`config.mk`:
```
export PLATFORM = sky130hd
export DESIGN_NAME = pfh_host
export DESIGN_NICKNAME = d
export VERILOG_FILES = /design/src/include/pfh_pkg.sv /design/src/include/pfh_cyc_if.sv /design/src/logic/pfh_bus_cycle.sv /design/src/logic/pfh_host.sv
export SDC_FILE = /design/constraint.sdc
export NUM_CORES = 1
export LEC_CHECK = 0
export ABC_CLOCK_PERIOD_IN_PS = 6000
export BUFFER_PORTS_ARGS = -buffer_cell sky130_fd_sc_hd__buf_4
export CORE_UTILIZATION = 45
export CTS_BUF_LIST = sky130_fd_sc_hd__clkbuf_2
export CTS_CLUSTER_SIZE = 24
export DETAILED_ROUTE_END_ITERATION = 8
export GPL_TIMING_DRIVEN = 1
export PLACE_DENSITY_LB_ADDON = 0.15
export REMOVE_ABC_BUFFERS = 1
export SYNTH_ARGS = -nofsm -noshare
export SYNTH_HDL_FRONTEND = slang
export SYNTH_SLANG_ARGS = --single-unit
```
`constraint.sdc`:
```
create_clock -name sys_clk_in -period 6 [get_ports sys_clk_in]
set_input_delay 0.6 -clock sys_clk_in [delete_from_list [all_inputs] [get_ports sys_clk_in]]
set_output_delay 0.6 -clock sys_clk_in [all_outputs]
set_load 0.005 [all_outputs]
```
`src/include/pfh_pkg.sv`:
```
// constants, timing counts and command codes of the parallel flash host
package pfh_pkg;
    localparam int AW = 18;
    localparam int DW = 16;
    localparam int CLK_HZ = 20_000_000;
    localparam int CLK_PERIOD_NS = 50;
    localparam int T_ACC_NS = 70;
    localparam int T_WP_NS = 50;
    localparam int T_AH_NS = 50;
    localparam int T_WPH_NS = 40;
    localparam int STROBE_HIGH_PULSE_TIME_NS = 150;
    localparam int PROGRAM_CYCLE_TIME_US = 50;
    localparam int ERASE_CYCLE_TIME_S = 5;
    // least times round up to whole cycles
    localparam int T_RD_CYC = (T_ACC_NS + CLK_PERIOD_NS - 1) / CLK_PERIOD_NS;
    localparam int T_WP_CYC = (T_WP_NS + CLK_PERIOD_NS - 1) / CLK_PERIOD_NS;
    localparam int T_AH_CYC = (T_AH_NS + CLK_PERIOD_NS - 1) / CLK_PERIOD_NS;
    localparam int T_WPH_CYC = (T_WPH_NS + CLK_PERIOD_NS - 1) / CLK_PERIOD_NS;
    localparam int T_WHOLD_CYC = (T_AH_CYC > T_WPH_CYC) ? T_AH_CYC : T_WPH_CYC;
    localparam int STROBE_HIGH_PULSE_TIME_CYC =
        (STROBE_HIGH_PULSE_TIME_NS + CLK_PERIOD_NS - 1) / CLK_PERIOD_NS;
    // longest times round down
    localparam int PROG_CYC = PROGRAM_CYCLE_TIME_US * (CLK_HZ / 1_000_000);
    localparam int ERASE_CYC = ERASE_CYCLE_TIME_S * CLK_HZ;
    localparam int TO_W = 27;
    localparam int CNT_W = 4;
    localparam logic [CNT_W-1:0] WP_LAST = CNT_W'(T_WP_CYC - 1);
    localparam logic [CNT_W-1:0] RD_LAST = CNT_W'(T_RD_CYC - 1);
    localparam logic [CNT_W-1:0] WGAP_LAST = CNT_W'(T_WHOLD_CYC - 1);
    localparam logic [CNT_W-1:0] RGAP_LAST = CNT_W'(STROBE_HIGH_PULSE_TIME_CYC - 1);
    localparam logic [AW-1:0] ADDR_UNLOCK1 = 18'h05555;
    localparam logic [AW-1:0] ADDR_UNLOCK2 = 18'h02AAA;
    localparam logic [7:0] CMD_PAD = 8'h00;
    localparam logic [7:0] D_UNLOCK1 = 8'hAA;
    localparam logic [7:0] D_UNLOCK2 = 8'h55;
    localparam logic [7:0] D_ERASE_SETUP = 8'h80;
    localparam logic [7:0] D_PROG_SETUP = 8'hA0;
    localparam logic [7:0] D_CHIP_ERASE = 8'h10;
    localparam logic [7:0] D_SECT_ERASE = 8'h30;
    localparam int TOGGLE_STATUS_BIT = 6;
    localparam logic [2:0] LAST_STEP_READ = 3'h0;
    localparam logic [2:0] LAST_STEP_PROG = 3'h3;
    localparam logic [2:0] LAST_STEP_ERASE = 3'h5;
    typedef enum logic [1:0] {
        PFH_CMD_READ = 2'h0,
        PFH_CMD_PROG = 2'h1,
        PFH_CMD_CHIP_ERASE = 2'h2,
        PFH_CMD_SECT_ERASE = 2'h3
    } pfh_cmd_e;
endpackage

```
`src/include/pfh_cyc_if.sv`:
```
// one bus cycle request and its answer between sequencer and engine
`timescale 1ns/1ps
interface pfh_cyc_if;
    import pfh_pkg::*;
    logic req;
    logic wr;
    logic [AW-1:0] addr;
    logic [DW-1:0] wdata;
    logic [DW-1:0] rdata;
    logic done;
    modport ctl (output req, output wr, output addr, output wdata,
                 input rdata, input done);
    modport eng (input req, input wr, input addr, input wdata,
                 output rdata, output done);
endinterface

```
`src/logic/pfh_bus_cycle.sv`:
```
// single read or write strobe cycle on the flash pins
`timescale 1ns/1ps
module pfh_bus_cycle (
    input wire logic sys_clk_in,
    input wire logic nrst_in,
    pfh_cyc_if.eng cyc,
    output logic ce_n_out,
    output logic oe_n_out,
    output logic we_n_out,
    output logic [pfh_pkg::AW-1:0] addr_out,
    output logic [pfh_pkg::DW-1:0] dq_out,
    output logic dq_oe_n_out,
    input wire logic [pfh_pkg::DW-1:0] dq_in
);
    import pfh_pkg::*;

    typedef enum logic [1:0] {
        PFH_E_IDLE = 2'b00,
        PFH_E_SETUP = 2'b01,
        PFH_E_STROBE = 2'b11,
        PFH_E_HOLD = 2'b10
    } pfh_eng_e;

    pfh_eng_e state;
    logic [CNT_W-1:0] cnt;
    logic wr;
    wire cnt_zero = (cnt == '0);

    ////////////////////////////////////////////////////////////////////////
    always_ff @(posedge sys_clk_in or negedge nrst_in) begin
        if (!nrst_in) begin
            state <= PFH_E_IDLE;
            cnt <= '0;
            wr <= 1'b0;
            ce_n_out <= 1'b1;
            oe_n_out <= 1'b1;
            we_n_out <= 1'b1;
            addr_out <= '0;
            dq_out <= '0;
            dq_oe_n_out <= 1'b1;
            cyc.rdata <= '0;
            cyc.done <= 1'b0;
        end else begin
            cyc.done <= 1'b0;
            case (state)
                PFH_E_IDLE: if (cyc.req) begin
                    wr <= cyc.wr;
                    addr_out <= cyc.addr;
                    dq_out <= cyc.wdata;
                    dq_oe_n_out <= !cyc.wr;
                    ce_n_out <= 1'b0;
                    state <= PFH_E_SETUP;
                end
                // oe stays high for the whole write cycle
                PFH_E_SETUP: begin
                    if (wr) begin
                        we_n_out <= 1'b0;
                        cnt <= WP_LAST;
                    end else begin
                        oe_n_out <= 1'b0;
                        cnt <= RD_LAST;
                    end
                    state <= PFH_E_STROBE;
                end
                PFH_E_STROBE: if (cnt_zero) begin
                    we_n_out <= 1'b1;
                    oe_n_out <= 1'b1;
                    ce_n_out <= 1'b1;
                    if (!wr) begin
                        cyc.rdata <= dq_in;
                    end
                    cnt <= wr ? WGAP_LAST : RGAP_LAST;
                    state <= PFH_E_HOLD;
                end else begin
                    cnt <= cnt - 1'b1;
                end
                // address and data held until the gap expires
                PFH_E_HOLD: if (cnt_zero) begin
                    dq_oe_n_out <= 1'b1;
                    cyc.done <= 1'b1;
                    state <= PFH_E_IDLE;
                end else begin
                    cnt <= cnt - 1'b1;
                end
                default: state <= PFH_E_IDLE;
            endcase
        end
    end
endmodule // pfh_bus_cycle

```
`src/logic/pfh_host.sv`:
```
// host controller: command sequences and completion polling of the flash
//
// Overview of operation
// - output enable stays high while write enable and chip select are low
// - chip erase final write goes to address 5555
// - sector erase final write goes to an address inside the sector
// - final erase data is 10 for chip, 30 for sector erase
// - toggle reads repeat with strobes high at least 150 ns between
// - completion judged by two successive equal toggle bits, or by the timeout
// - every status read during polling uses the same address
`timescale 1ns/1ps
module pfh_host #(
    parameter int ERASE_TO_CYC = pfh_pkg::ERASE_CYC
) (
    input wire logic sys_clk_in,
    input wire logic nrst_in,
    input wire logic cmd_valid_in,
    input wire pfh_pkg::pfh_cmd_e cmd_in,
    input wire logic [pfh_pkg::AW-1:0] cmd_addr_in,
    input wire logic [pfh_pkg::DW-1:0] cmd_data_in,
    output logic cmd_ready_out,
    output logic rsp_valid_out,
    output logic [pfh_pkg::DW-1:0] rsp_data_out,
    output logic rsp_timeout_out,
    output logic flash_rst_n_out,
    output logic flash_ce_n_out,
    output logic flash_oe_n_out,
    output logic flash_we_n_out,
    output logic [pfh_pkg::AW-1:0] flash_addr_out,
    output logic [pfh_pkg::DW-1:0] flash_dq_out,
    output logic flash_dq_oe_n_out,
    input wire logic [pfh_pkg::DW-1:0] flash_dq_in
);
    import pfh_pkg::*;

    typedef enum logic [2:0] {
        PFH_ST_IDLE = 3'b000,
        PFH_ST_SEND = 3'b001,
        PFH_ST_SWAIT = 3'b011,
        PFH_ST_POLL = 3'b010,
        PFH_ST_PWAIT = 3'b110,
        PFH_ST_FIN = 3'b111
    } pfh_state_e;

    pfh_state_e state;
    pfh_state_e next_state;
    pfh_cmd_e cmd;
    logic [AW-1:0] tgt_addr;
    logic [DW-1:0] tgt_data;
    logic [2:0] step;
    logic prev_tog;
    logic prev_valid;
    logic [TO_W-1:0] tocnt;
    logic req;

    pfh_cyc_if cyc ();

    ////////////////////////////////////////////////////////////////////////
    // one word of a command sequence: {write, address, data}
    function automatic logic [AW+DW:0] seq_word(
        input pfh_cmd_e c,
        input logic [2:0] s,
        input logic [AW-1:0] a,
        input logic [DW-1:0] d
    );
        logic [AW+DW:0] w;
        w = {1'b0, a, d};
        if (c != PFH_CMD_READ) begin
            case (s)
                3'h0: w = {1'b1, ADDR_UNLOCK1, CMD_PAD, D_UNLOCK1};
                3'h1: w = {1'b1, ADDR_UNLOCK2, CMD_PAD, D_UNLOCK2};
                3'h2: w = {1'b1, ADDR_UNLOCK1, CMD_PAD,
                           (c == PFH_CMD_PROG) ? D_PROG_SETUP : D_ERASE_SETUP};
                3'h3: w = (c == PFH_CMD_PROG) ? {1'b1, a, d} :
                          {1'b1, ADDR_UNLOCK1, CMD_PAD, D_UNLOCK1};
                3'h4: w = {1'b1, ADDR_UNLOCK2, CMD_PAD, D_UNLOCK2};
                default: w = (c == PFH_CMD_CHIP_ERASE) ?
                    {1'b1, ADDR_UNLOCK1, CMD_PAD, D_CHIP_ERASE} :
                    {1'b1, a, CMD_PAD, D_SECT_ERASE};
            endcase
        end
        return w;
    endfunction

    wire [AW+DW:0] cur_word = seq_word(cmd, step, tgt_addr, tgt_data);
    wire polling = (state == PFH_ST_POLL);
    wire [2:0] last_step = (cmd == PFH_CMD_READ) ? LAST_STEP_READ :
                           (cmd == PFH_CMD_PROG) ? LAST_STEP_PROG :
                           LAST_STEP_ERASE;
    wire [TO_W-1:0] to_limit = (cmd == PFH_CMD_PROG) ? TO_W'(PROG_CYC) :
                               TO_W'(ERASE_TO_CYC);
    wire timed_out = (tocnt >= to_limit);
    wire new_tog = cyc.rdata[TOGGLE_STATUS_BIT];
    // start and end values of the toggle bit vary, so only compare
    wire settled = prev_valid && (new_tog == prev_tog);
    wire op_end = cyc.done && (settled || timed_out);

    assign cyc.req = req;
    assign cyc.wr = polling ? 1'b0 : cur_word[AW+DW];
    // polling keeps the target address fixed
    assign cyc.addr = polling ? tgt_addr : cur_word[AW+DW-1:DW];
    assign cyc.wdata = cur_word[DW-1:0];

    ////////////////////////////////////////////////////////////////////////
    always_comb begin
        next_state = state;
        case (state)
            PFH_ST_IDLE: if (cmd_valid_in) begin
                next_state = PFH_ST_SEND;
            end
            PFH_ST_SEND: next_state = PFH_ST_SWAIT;
            PFH_ST_SWAIT: if (cyc.done) begin
                if (step != last_step) begin
                    next_state = PFH_ST_SEND;
                end else if (cmd == PFH_CMD_READ) begin
                    next_state = PFH_ST_FIN;
                end else begin
                    next_state = PFH_ST_POLL;
                end
            end
            PFH_ST_POLL: next_state = PFH_ST_PWAIT;
            PFH_ST_PWAIT: if (op_end) begin
                next_state = PFH_ST_FIN;
            end else if (cyc.done) begin
                next_state = PFH_ST_POLL;
            end
            default: next_state = PFH_ST_IDLE;
        endcase
    end

    always_ff @(posedge sys_clk_in or negedge nrst_in) begin
        if (!nrst_in) begin
            state <= PFH_ST_IDLE;
            req <= 1'b0;
            cmd_ready_out <= 1'b0;
            rsp_valid_out <= 1'b0;
            flash_rst_n_out <= 1'b0;
        end else begin
            state <= next_state;
            req <= (next_state == PFH_ST_SEND) || (next_state == PFH_ST_POLL);
            cmd_ready_out <= (next_state == PFH_ST_IDLE);
            rsp_valid_out <= (next_state == PFH_ST_FIN);
            flash_rst_n_out <= 1'b1;
        end
    end

    always_ff @(posedge sys_clk_in or negedge nrst_in) begin
        if (!nrst_in) begin
            cmd <= PFH_CMD_READ;
            tgt_addr <= '0;
            tgt_data <= '0;
            step <= 3'h0;
            prev_tog <= 1'b0;
            prev_valid <= 1'b0;
            tocnt <= '0;
            rsp_data_out <= '0;
            rsp_timeout_out <= 1'b0;
        end else if (state == PFH_ST_IDLE && cmd_valid_in) begin
            cmd <= cmd_in;
            tgt_addr <= cmd_addr_in;
            tgt_data <= cmd_data_in;
            step <= 3'h0;
            prev_valid <= 1'b0;
            tocnt <= '0;
            rsp_timeout_out <= 1'b0;
        end else if (state == PFH_ST_SWAIT && cyc.done) begin
            step <= step + 3'h1;
            rsp_data_out <= cyc.rdata;
        end else if (state == PFH_ST_POLL || state == PFH_ST_PWAIT) begin
            // counts the whole poll loop, saturating at the limit
            tocnt <= timed_out ? tocnt : tocnt + 1'b1;
            if (cyc.done) begin
                prev_tog <= new_tog;
                prev_valid <= 1'b1;
                rsp_data_out <= cyc.rdata;
                rsp_timeout_out <= timed_out && !settled;
            end
        end
    end

    pfh_bus_cycle u_bus_cycle (
        .sys_clk_in(sys_clk_in),
        .nrst_in(nrst_in),
        .cyc(cyc.eng),
        .ce_n_out(flash_ce_n_out),
        .oe_n_out(flash_oe_n_out),
        .we_n_out(flash_we_n_out),
        .addr_out(flash_addr_out),
        .dq_out(flash_dq_out),
        .dq_oe_n_out(flash_dq_oe_n_out),
        .dq_in(flash_dq_in)
    );

    ////////////////////////////////////////////////////////////////////////
    wire final_erase = req && !polling && (step == LAST_STEP_ERASE);
endmodule // pfh_host

```
==> results by group, run 1 <==
Global route
  • Overflow left after global routing: 0
  • Number of global-route vias before repair: 5503
  • Antenna violations before repair: 1
  • GRT Resource Usage Total: 0.202
  • Wire length of the first global-routing pass: 26000 um
  • Pin count of the biggest net entering global routing: 105

Detailed routing
  • Average wire length per cell after detail routing: 15.0 um
  • Final wirelength: 15800 um
  • Number of remaining DRC errors: 0
  • Routed via count divided by cell count: 5.38
  • Total via count in the routed design: 5669
  • Iter 0 DRT Violations: 336
  • Number of iterations in the first detailed-routing pass: 4
  • Antenna Violating Nets Remaining: 0

Critical path
  • Cell count of the worst reg-to-reg path: 10
  • Top fanout value on the critical path: 26
  • Worst-case register-to-register setup slack: 2.78 ns
  • End of the worst register-to-register path: tocnt[7]$_DFFE_PN0P_
  • R2r startpoint: cmd[1]$_DFFE_PN0P_
  • Worst path arrival time: 3.87 ns
  • Type of the worst setup path: reg -> reg
  • Sort of element at the end of the critical path: register
  • Category of the worst setup path launch point: register
  • Worst path required time: 6.64 ns

Place
  • DP Wirelength: 10400 um
  • Setup slack after placement: 2.87 ns
  • Buffers added on ports: 112
  • Routability congestion estimate from global placement: 0.839
  • Placed Area: 7970 um2

Worst hold path
  • Capture endpoint of the worst hold path: cmd[1]$_DFFE_PN0P_
  • Hold path start: cmd_in[1]
  • Number of cells on the worst hold path: 3
  • Class of the tightest hold or removal check: in -> reg

Power and ir drop
  • Clock group share of total power: 0.170
  • Highest ir drop seen on vdd: 0.241 mV
  • Combinational share of power: 0.363
  • Switching component of the power: 1.34 mW
  • Pint: 2.35 mW
  • Total power of the final layout: 3.69 mW
  • Sequential share of power: 0.467
  • Switching fraction of total power: 0.363
  • Cell leakage power: 4.10 nW
  • Power density over cell area: 431 nW/um2

Floorplanning
  • Placeable core area: 15200 um2
  • Horizontal die dimension: 127 um
  • Height of the die: 127 um
  • Starting Density: 0.461
  • Core Rows: 45
  • Die Outline Area: 16100 um2
  • I/O pin cnt: 113

Clock network
  • Count of clock tree sinks: 154
  • Number of H-tree branching levels: 4
  • CTS Root Buffer Type: sky130_fd_sc_hd__clkbuf_2
  • Clock latency of the later-clocked register in the worst-skew pair: 0.70 ns
  • Max clock buf depth: 2
  • Clk pin slew, worst setup/hold paths: 0.23 ns
  • Quantity of hold-fixing buffers added after cts: 8
  • TritonCTS buffer count: 17
  • CTS tree: yes
  • Post-cts repair resize count: 0
  • Post-CTS Setup Inserts: 0

STA
  • Number of setup violations in the final report: 0
  • Setup repair after global routing missed its margin: false
  • Final-report hold violation count: 0
  • Setup slack after layout: 2.78 ns
  • Clock period minus final worst setup slack: 3.22 ns
  • Final Max Slew Viols: 0
  • Final period utilization: 0.537
  • Timing-limited maximum frequency: 310 MHz
  • Relative slew slack: 0.353
  • Setup TNS: 0 ns
  • Worst-Margin Slew: 0.970 ns
  • Maximum clock skew at final layout: 0.0286 ns

Yosys
  • Fraction of post-synthesis cell area in the top cell type by area: 0.535
  • Number of synthesized flops with an enable pin: 0
  • Mapped Cells: 719
  • Synth Flop Type: sky130_fd_sc_hd__dfrtp_1
  • Synthesis warning total: 0
  • Sequential area share after synthesis: 0.550
  • Most frequently used cell type in the post-synthesis netlist: sky130_fd_sc_hd__nand2_1
  • Proportion of synthesized flip-flops having asynchronous set or reset: 1.00
  • Cell area after synthesis: 7010 um2
  • Count of cell types in the netlist: 59
  • Cells taking the most area after synthesis: sky130_fd_sc_hd__dfrtp_1 (54%), sky130_fd_sc_hd__nand2_1 (8.5%), sky130_fd_sc_hd__mux2_2 (5.3%)
  • Dominant cell type by area after synthesis: sky130_fd_sc_hd__dfrtp_1
  • Top post-synthesis cells by count: sky130_fd_sc_hd__nand2_1 (158), sky130_fd_sc_hd__dfrtp_1 (150), sky130_fd_sc_hd__nor2_1 (57)
  • Avg Synthesized Cell Area: 9.75 um2
  • Total of flip-flops plus latches after synthesis: 154

Cells and area
  • Final core occ: 0.563
  • Nets: 921
  • Post-synthesis to final-layout area growth: 22.1%
  • Total non-filler cell area in the finished layout: 8560 um2
  • Ratio of cells with drive above 1 in the final layout: 0.232

Flow run
  • Max cap viols: 0

Outcome
  • Run status: complete, no violations
==> cells by family after synthesis <==
kind of cell    after synthesis  synth area share
simple gates                327             0.216
flops                       154             0.550
compound gates              134             0.114
buf+inv                      48            0.0303
mux                          35            0.0559
fa+ha+maj                    14            0.0250
xor+xnor                      6           0.00750
other cells                   1          0.000535
==> stage by stage <==
stage | std cells | hold slack, ns
floorplan | 684 | 0.304
global placement | 989 | 0.451
detailed placement | 989 | 0.457
CTS | 1029 | 0.0000732
global route | 1054 | 0.00125
finish | 1054 | 0.0909
==> cells in the final DEF (no fill, tap or decap), types with 7 or more instances in the layout <==
cell type / instances
sky130_fd_sc_hd__nand2_1: 158
sky130_fd_sc_hd__and3_1: 9
sky130_fd_sc_hd__clkbuf_2: 19
sky130_fd_sc_hd__inv_1: 13
sky130_fd_sc_hd__a21oi_1: 42
sky130_fd_sc_hd__dlygate4sd3_1: 32
sky130_fd_sc_hd__nand4_1: 12
sky130_fd_sc_hd__nand3_1: 20
sky130_fd_sc_hd__o21ai_0: 48
sky130_fd_sc_hd__nor2b_1: 8
sky130_fd_sc_hd__nor3_1: 7
sky130_fd_sc_hd__a22o_1: 9
sky130_fd_sc_hd__or3_1: 16
sky130_fd_sc_hd__nor2_1: 57
sky130_fd_sc_hd__buf_4: 116
sky130_fd_sc_hd__ha_1: 14
sky130_fd_sc_hd__nand2b_1: 7
sky130_fd_sc_hd__mux2_2: 33
sky130_fd_sc_hd__dfrtp_1: 150
==> area by class of cell <==
cell class	count	area [um2]
flip-flops and latches	154	3860
well taps	188	235
inverters	13	48.8
clock inverters	13	168
repair buffers	149	1200
diodes	1	2.50
fillers	1360	6640
multi-input cells	517	2950
clock buffers	19	95.1
==> layer usage <==
metal / GRT usage / vias to the layer above / wire length, um
li1: - / 2757 / -
met2: 0.336 / 142 / 7710
met5: 0 / - / 0
met3: 0.0460 / 22 / 707
met4: 0.0714 / 0 / 241
met1: 0.259 / 2748 / 7150
==> flip-flops by register name (all words and copies together) (netlist names), 2 cells and up <==
register,cells
tocnt,27
tgt_addr,18
u_bus_cycle.addr_out,18
rsp_data_out,16
tgt_data,16
u_bus_cycle.cyc.rdata,16
u_bus_cycle.dq_out,16
u_bus_cycle.cnt,4
state,3
step,3
cmd,2
u_bus_cycle.state,2
==> how the worst max path moves through the flow <==
stage	startpoint	slack (ns)	to	depth (start not counted)
5_1_grt	cmd[1]$_DFFE_PN0P_	2.40	tocnt[18]$_DFFE_PN0P_	10
2_1_floorplan	cmd_valid_in	1.52	step[1]$_DFFE_PN0N_	4
6_report	cmd[1]$_DFFE_PN0P_	2.78	tocnt[7]$_DFFE_PN0P_	10
3_5_place_dp	cmd[1]$_DFFE_PN0P_	2.87	tocnt[7]$_DFFE_PN0P_	10
4_1_cts	cmd[1]$_DFFE_PN0P_	2.81	tocnt[7]$_DFFE_PN0P_	10
3_3_place_gp	cmd[1]$_DFFE_PN0P_	3.06	tocnt[8]$_DFFE_PN0P_	10
==> power groups by stage <==
stage	sequential (mW)	clock (mW)	combinational, mW
after floorplan	1.70	0	0.796
after global placement	1.73	0	1.29
after detailed placement	1.75	0	1.34
after CTS	1.72	0.648	1.34
after global routing	1.78	0.693	1.51
final	1.72	0.626	1.34
==> worst max-delay path: stages, from the launching register on <==
cell	delay (ns)
sky130_fd_sc_hd__dfrtp_1	0.66
sky130_fd_sc_hd__nand2b_1	0.34
sky130_fd_sc_hd__inv_1	0.15
sky130_fd_sc_hd__ha_1	0.29
sky130_fd_sc_hd__nand3b_1	0.07
sky130_fd_sc_hd__a31oi_1	0.17
sky130_fd_sc_hd__o2111ai_1	0.14
sky130_fd_sc_hd__a21oi_1	0.67
sky130_fd_sc_hd__buf_4	0.36
sky130_fd_sc_hd__o21ai_0	0.14
sky130_fd_sc_hd__a21oi_1	0.16
Note: power is estimated with default switching activity, not from simulation.
==> run 2: changes to the inputs <==
--- a/config.mk
+++ b/config.mk
@@ -5,7 +5,7 @@
 export SDC_FILE = /design/constraint.sdc
 export NUM_CORES = 1
 export LEC_CHECK = 0
-export ABC_CLOCK_PERIOD_IN_PS = 6000
+export ABC_CLOCK_PERIOD_IN_PS = 3300
 export BUFFER_PORTS_ARGS = -buffer_cell sky130_fd_sc_hd__buf_4
 export CORE_UTILIZATION = 45
 export CTS_BUF_LIST = sky130_fd_sc_hd__clkbuf_2
==> constraint.sdc (replaced) <==
create_clock -name sys_clk_in -period 3.3 [get_ports sys_clk_in]
set_input_delay 0.33 -clock sys_clk_in [delete_from_list [all_inputs] [get_ports sys_clk_in]]
set_output_delay 0.33 -clock sys_clk_in [all_outputs]
set_load 0.005 [all_outputs]
==> results by group, run 2 (same netlist as run 1, synthesis figures left out) <==
Floorplanning
  • Die Outline Area: 16100 um2 (unchanged)
  • Height of the die: 127 um (unchanged)
  • I/O pin cnt: 113 (unchanged)
  • Horizontal die dimension: 127 um (unchanged)
  • Core Rows: 45 (unchanged)
  • Placeable core area: 15200 um2 (unchanged)
  • Starting Density: 0.461 (unchanged)

STA
  • Number of setup violations in the final report: 0 (unchanged)
  • Final Max Slew Viols: 0 (unchanged)
  • Relative slew slack: 0.286 (was 0.353)
  • Post-Route Hold Slack: 0.187 ns (was 0.0909 ns)
  • Final period utilization: 0.828 (was 0.537)
  • Clock period minus final worst setup slack: 2.73 ns (was 3.22 ns)
  • Worst-Margin Slew: 1.06 ns (was 0.970 ns)
  • Maximum clock skew at final layout: 0.0339 ns (was 0.0286 ns)
  • Setup slack after layout: 0.566 ns (was 2.78 ns)
  • Timing-limited maximum frequency: 366 MHz (was 310 MHz)
  • Setup repair after global routing missed its margin: false (unchanged)
  • Final-report hold violation count: 0 (unchanged)

Cells and area
  • Ant. Diodes: 0 (was 1)
  • Commonest non-fill, non-tap cell in the layout: sky130_fd_sc_hd__nand2_1 (unchanged)
  • Ratio of cells with drive above 1 in the final layout: 0.233 (was 0.232)
  • Number of flip-flops under the largest register name: 27 (unchanged)
  • Post-synthesis to final-layout area growth: 25.0% (was 22.1%)
  • Largest register by flop count: tocnt (unchanged)
  • Nets: 948 (was 921)
  • Most frequent cells in the layout: sky130_fd_sc_hd__nand2_1 (158), sky130_fd_sc_hd__dfrtp_1 (150), sky130_fd_sc_hd__buf_4 (121) (was sky130_fd_sc_hd__nand2_1 (158), sky130_fd_sc_hd__dfrtp_1 (150), sky130_fd_sc_hd__buf_4 (116))
  • Largest regs: tocnt x27, tgt_addr x18, u_bus_cycle.addr_out x18 (unchanged)
  • Number of filler instances in the final layout: 1358 (was 1360)

Power and ir drop
  • Highest ir drop seen on vdd: 0.317 mV (was 0.241 mV)
  • Switching fraction of total power: 0.377 (was 0.363)
  • Clock group share of total power: 0.141 (was 0.170)
  • Switching component of the power: 2.47 mW (was 1.34 mW)
  • Cell leakage power: 4.20 nW (was 4.10 nW)
  • Sequential share of power: 0.476 (was 0.467)
  • Pint: 4.08 mW (was 2.35 mW)
  • Combinational share of power: 0.383 (was 0.363)
  • Power density over cell area: 748 nW/um2 (was 431 nW/um2)

Flow run
  • Max cap viols: 0 (unchanged)

Critical path
  • Worst path arrival time: 3.39 ns (was 3.87 ns)
  • R2r startpoint: cmd[0]$_DFFE_PN0P_ (was cmd[1]$_DFFE_PN0P_)
  • Worst path required time: 3.96 ns (was 6.64 ns)
  • CP max-delay cell: sky130_fd_sc_hd__dfrtp_1 (was sky130_fd_sc_hd__a21oi_1)
  • Type of the worst setup path: reg -> reg (unchanged)
  • Top fanout value on the critical path: 23 (was 26)
  • Sort of element at the end of the critical path: register (unchanged)
  • Category of the worst setup path launch point: register (unchanged)
  • Biggest cell delay along the critical path: 0.63 ns (was 0.67 ns)
  • Cell count of the worst reg-to-reg path: 10 (unchanged)
  • List of cells traversed by the critical path: nand2b_1 > inv_1 > ha_1 > nand3b_1 > a31oi_1 > o2111ai_1 > a21oi_1 > buf_4 > or4_1 > nand2_1 (was nand2b_1 > inv_1 > ha_1 > nand3b_1 > a31oi_1 > o2111ai_1 > a21oi_1 > buf_4 > o21ai_0 > a21oi_1)
  • Worst setup startpoint: cmd[0]$_DFFE_PN0P_ (was cmd[1]$_DFFE_PN0P_)

Place
  • Buffers added on ports: 112 (unchanged)
  • Routability congestion estimate from global placement: 0.802 (was 0.839)
  • DP Wirelength: 10600 um (was 10400 um)
  • Setup slack after placement: 0.596 ns (was 2.87 ns)

Global route
  • GRT Resource Usage Total: 0.213 (was 0.202)
  • Antenna violations before repair: 0 (was 1)
  • Met2 Resource Use GR: 0.349 (was 0.336)
  • Pin count of the biggest net entering global routing: 86 (was 105)
  • Most used routing layer: met2 (unchanged)
  • Wire length of the first global-routing pass: 27300 um (was 26000 um)
  • Number of global-route vias before repair: 5670 (was 5503)
  • Overflow left after global routing: 0 (unchanged)
  • Global routing met3 resource utilization: 0.0418 (was 0.0460)
  • Met1 track utilization from global routing: 0.280 (was 0.259)

Detailed routing
  • Iter 0 DRT Violations: 273 (was 336)
  • Number of remaining DRC errors: 0 (unchanged)
  • Routed via count divided by cell count: 5.30 (was 5.38)
  • Final wirelength: 16000 um (was 15800 um)
  • Antenna Violating Nets Remaining: 0 (unchanged)
  • Number of iterations in the first detailed-routing pass: 4 (unchanged)
  • Total via count in the routed design: 5727 (was 5669)
  • Average wire length per cell after detail routing: 14.8 um (was 15.0 um)

Worst hold path
  • Class of the tightest hold or removal check: in -> async (was in -> reg)

Clock network
  • Post-CTS Setup Inserts: 0 (unchanged)
  • CTS tree: yes (unchanged)
  • Count of clock tree sinks: 154 (unchanged)
  • Clk pin slew, worst setup/hold paths: 0.24 ns (was 0.23 ns)
  • Max clock buf depth: 2 (unchanged)
  • CTS Root Buffer Type: sky130_fd_sc_hd__clkbuf_2 (unchanged)
  • TritonCTS buffer count: 17 (unchanged)
  • Number of H-tree branching levels: 4 (unchanged)
  • Clock latency of the later-clocked register in the worst-skew pair: 0.71 ns (was 0.70 ns)

Outcome
  • Run status: complete, no violations (unchanged)
## run 2: cell type report
cell class,count,area [um2],area share
clock inverter,15,118,0.0134
tap,188,235,0.0268
clock buffer,17,85.1,0.00971
timing repair buffer,176,1470,0.168
sequential,154,3860,0.440
inverter,13,48.8,0.00557
multi-input combinational,517,2950,0.336
## run 2: worst paths after layout
path | end | slack (ns)
setup / recovery | tocnt[4]$_DFFE_PN0P_ | 0.57
hold / removal | u_bus_cycle.dq_out[8]$_DFFE_PN0P_ | 0.19
setup reg to reg | tocnt[4]$_DFFE_PN0P_ | 0.57
hold reg to reg | prev_valid$_DFFE_PN0P_ | 0.50
max in group asynchronous | u_bus_cycle.ce_n_out$_DFFE_PN1P_ | 2.23
min in group sys_clk_in | tgt_addr[1]$_DFFE_PN0P_ | 0.28
## run 2: routing by layer
layer / share of wire / up-vias
li1: - / 2814
met1: 0.46 / 2774
met2: 0.48 / 119
met3: 0.035 / 20
met4: 0.017 / 0
met5: 0 / -
## run 2: power by group through the flow
| stage | combinational (mW) | sequential, mW | clock (mW) |
|---|---|---|---|
| finish | 2.51 | 3.12 | 0.925 |
| global route | 2.83 | 3.23 | 1.06 |
| CTS | 2.54 | 3.12 | 0.978 |
| detailed placement | 2.48 | 3.17 | 0 |
| global placement | 2.40 | 3.12 | 0 |
| floorplan | 1.45 | 3.08 | 0 |
## run 2: metrics by stage
stage / TNS [ns] / power [mW] / util / cells / instance area [um2]
2_1_floorplan: -53.74 / 4.53 / - / 684 / 6850
3_3_place_gp: 0 / 5.53 / 0.528 / 995 / 8030
4_1_cts: 0 / 6.64 / 0.576 / 1080 / 8760
5_1_grt: 0 / 7.13 / 0.576 / 1080 / 8760
3_5_place_dp: 0 / 5.65 / 0.528 / 995 / 8030
6_report: 0 / 6.56 / 0.576 / 1080 / 8760
## run 2: worst max-delay path, delay by kind of cell, from the launching register on
kind,cells,cell delay (ns)
and+or+nand+nor,4,0.94
adders and majority gates,1,0.25
AOI/OAI and AO/OA,3,0.45
buffers and inverters,2,0.42
DFF,1,0.63
## run 2: timing repair
| item | 4_1_cts | 5_1_grt |
|---|---|---|
| setup endpoints to repair | 0 | 0 |
| hold buffers | 53 | 0 |
| hold endpoints to repair | 135 | 0 |
| resized for setup | 0 | 0 |
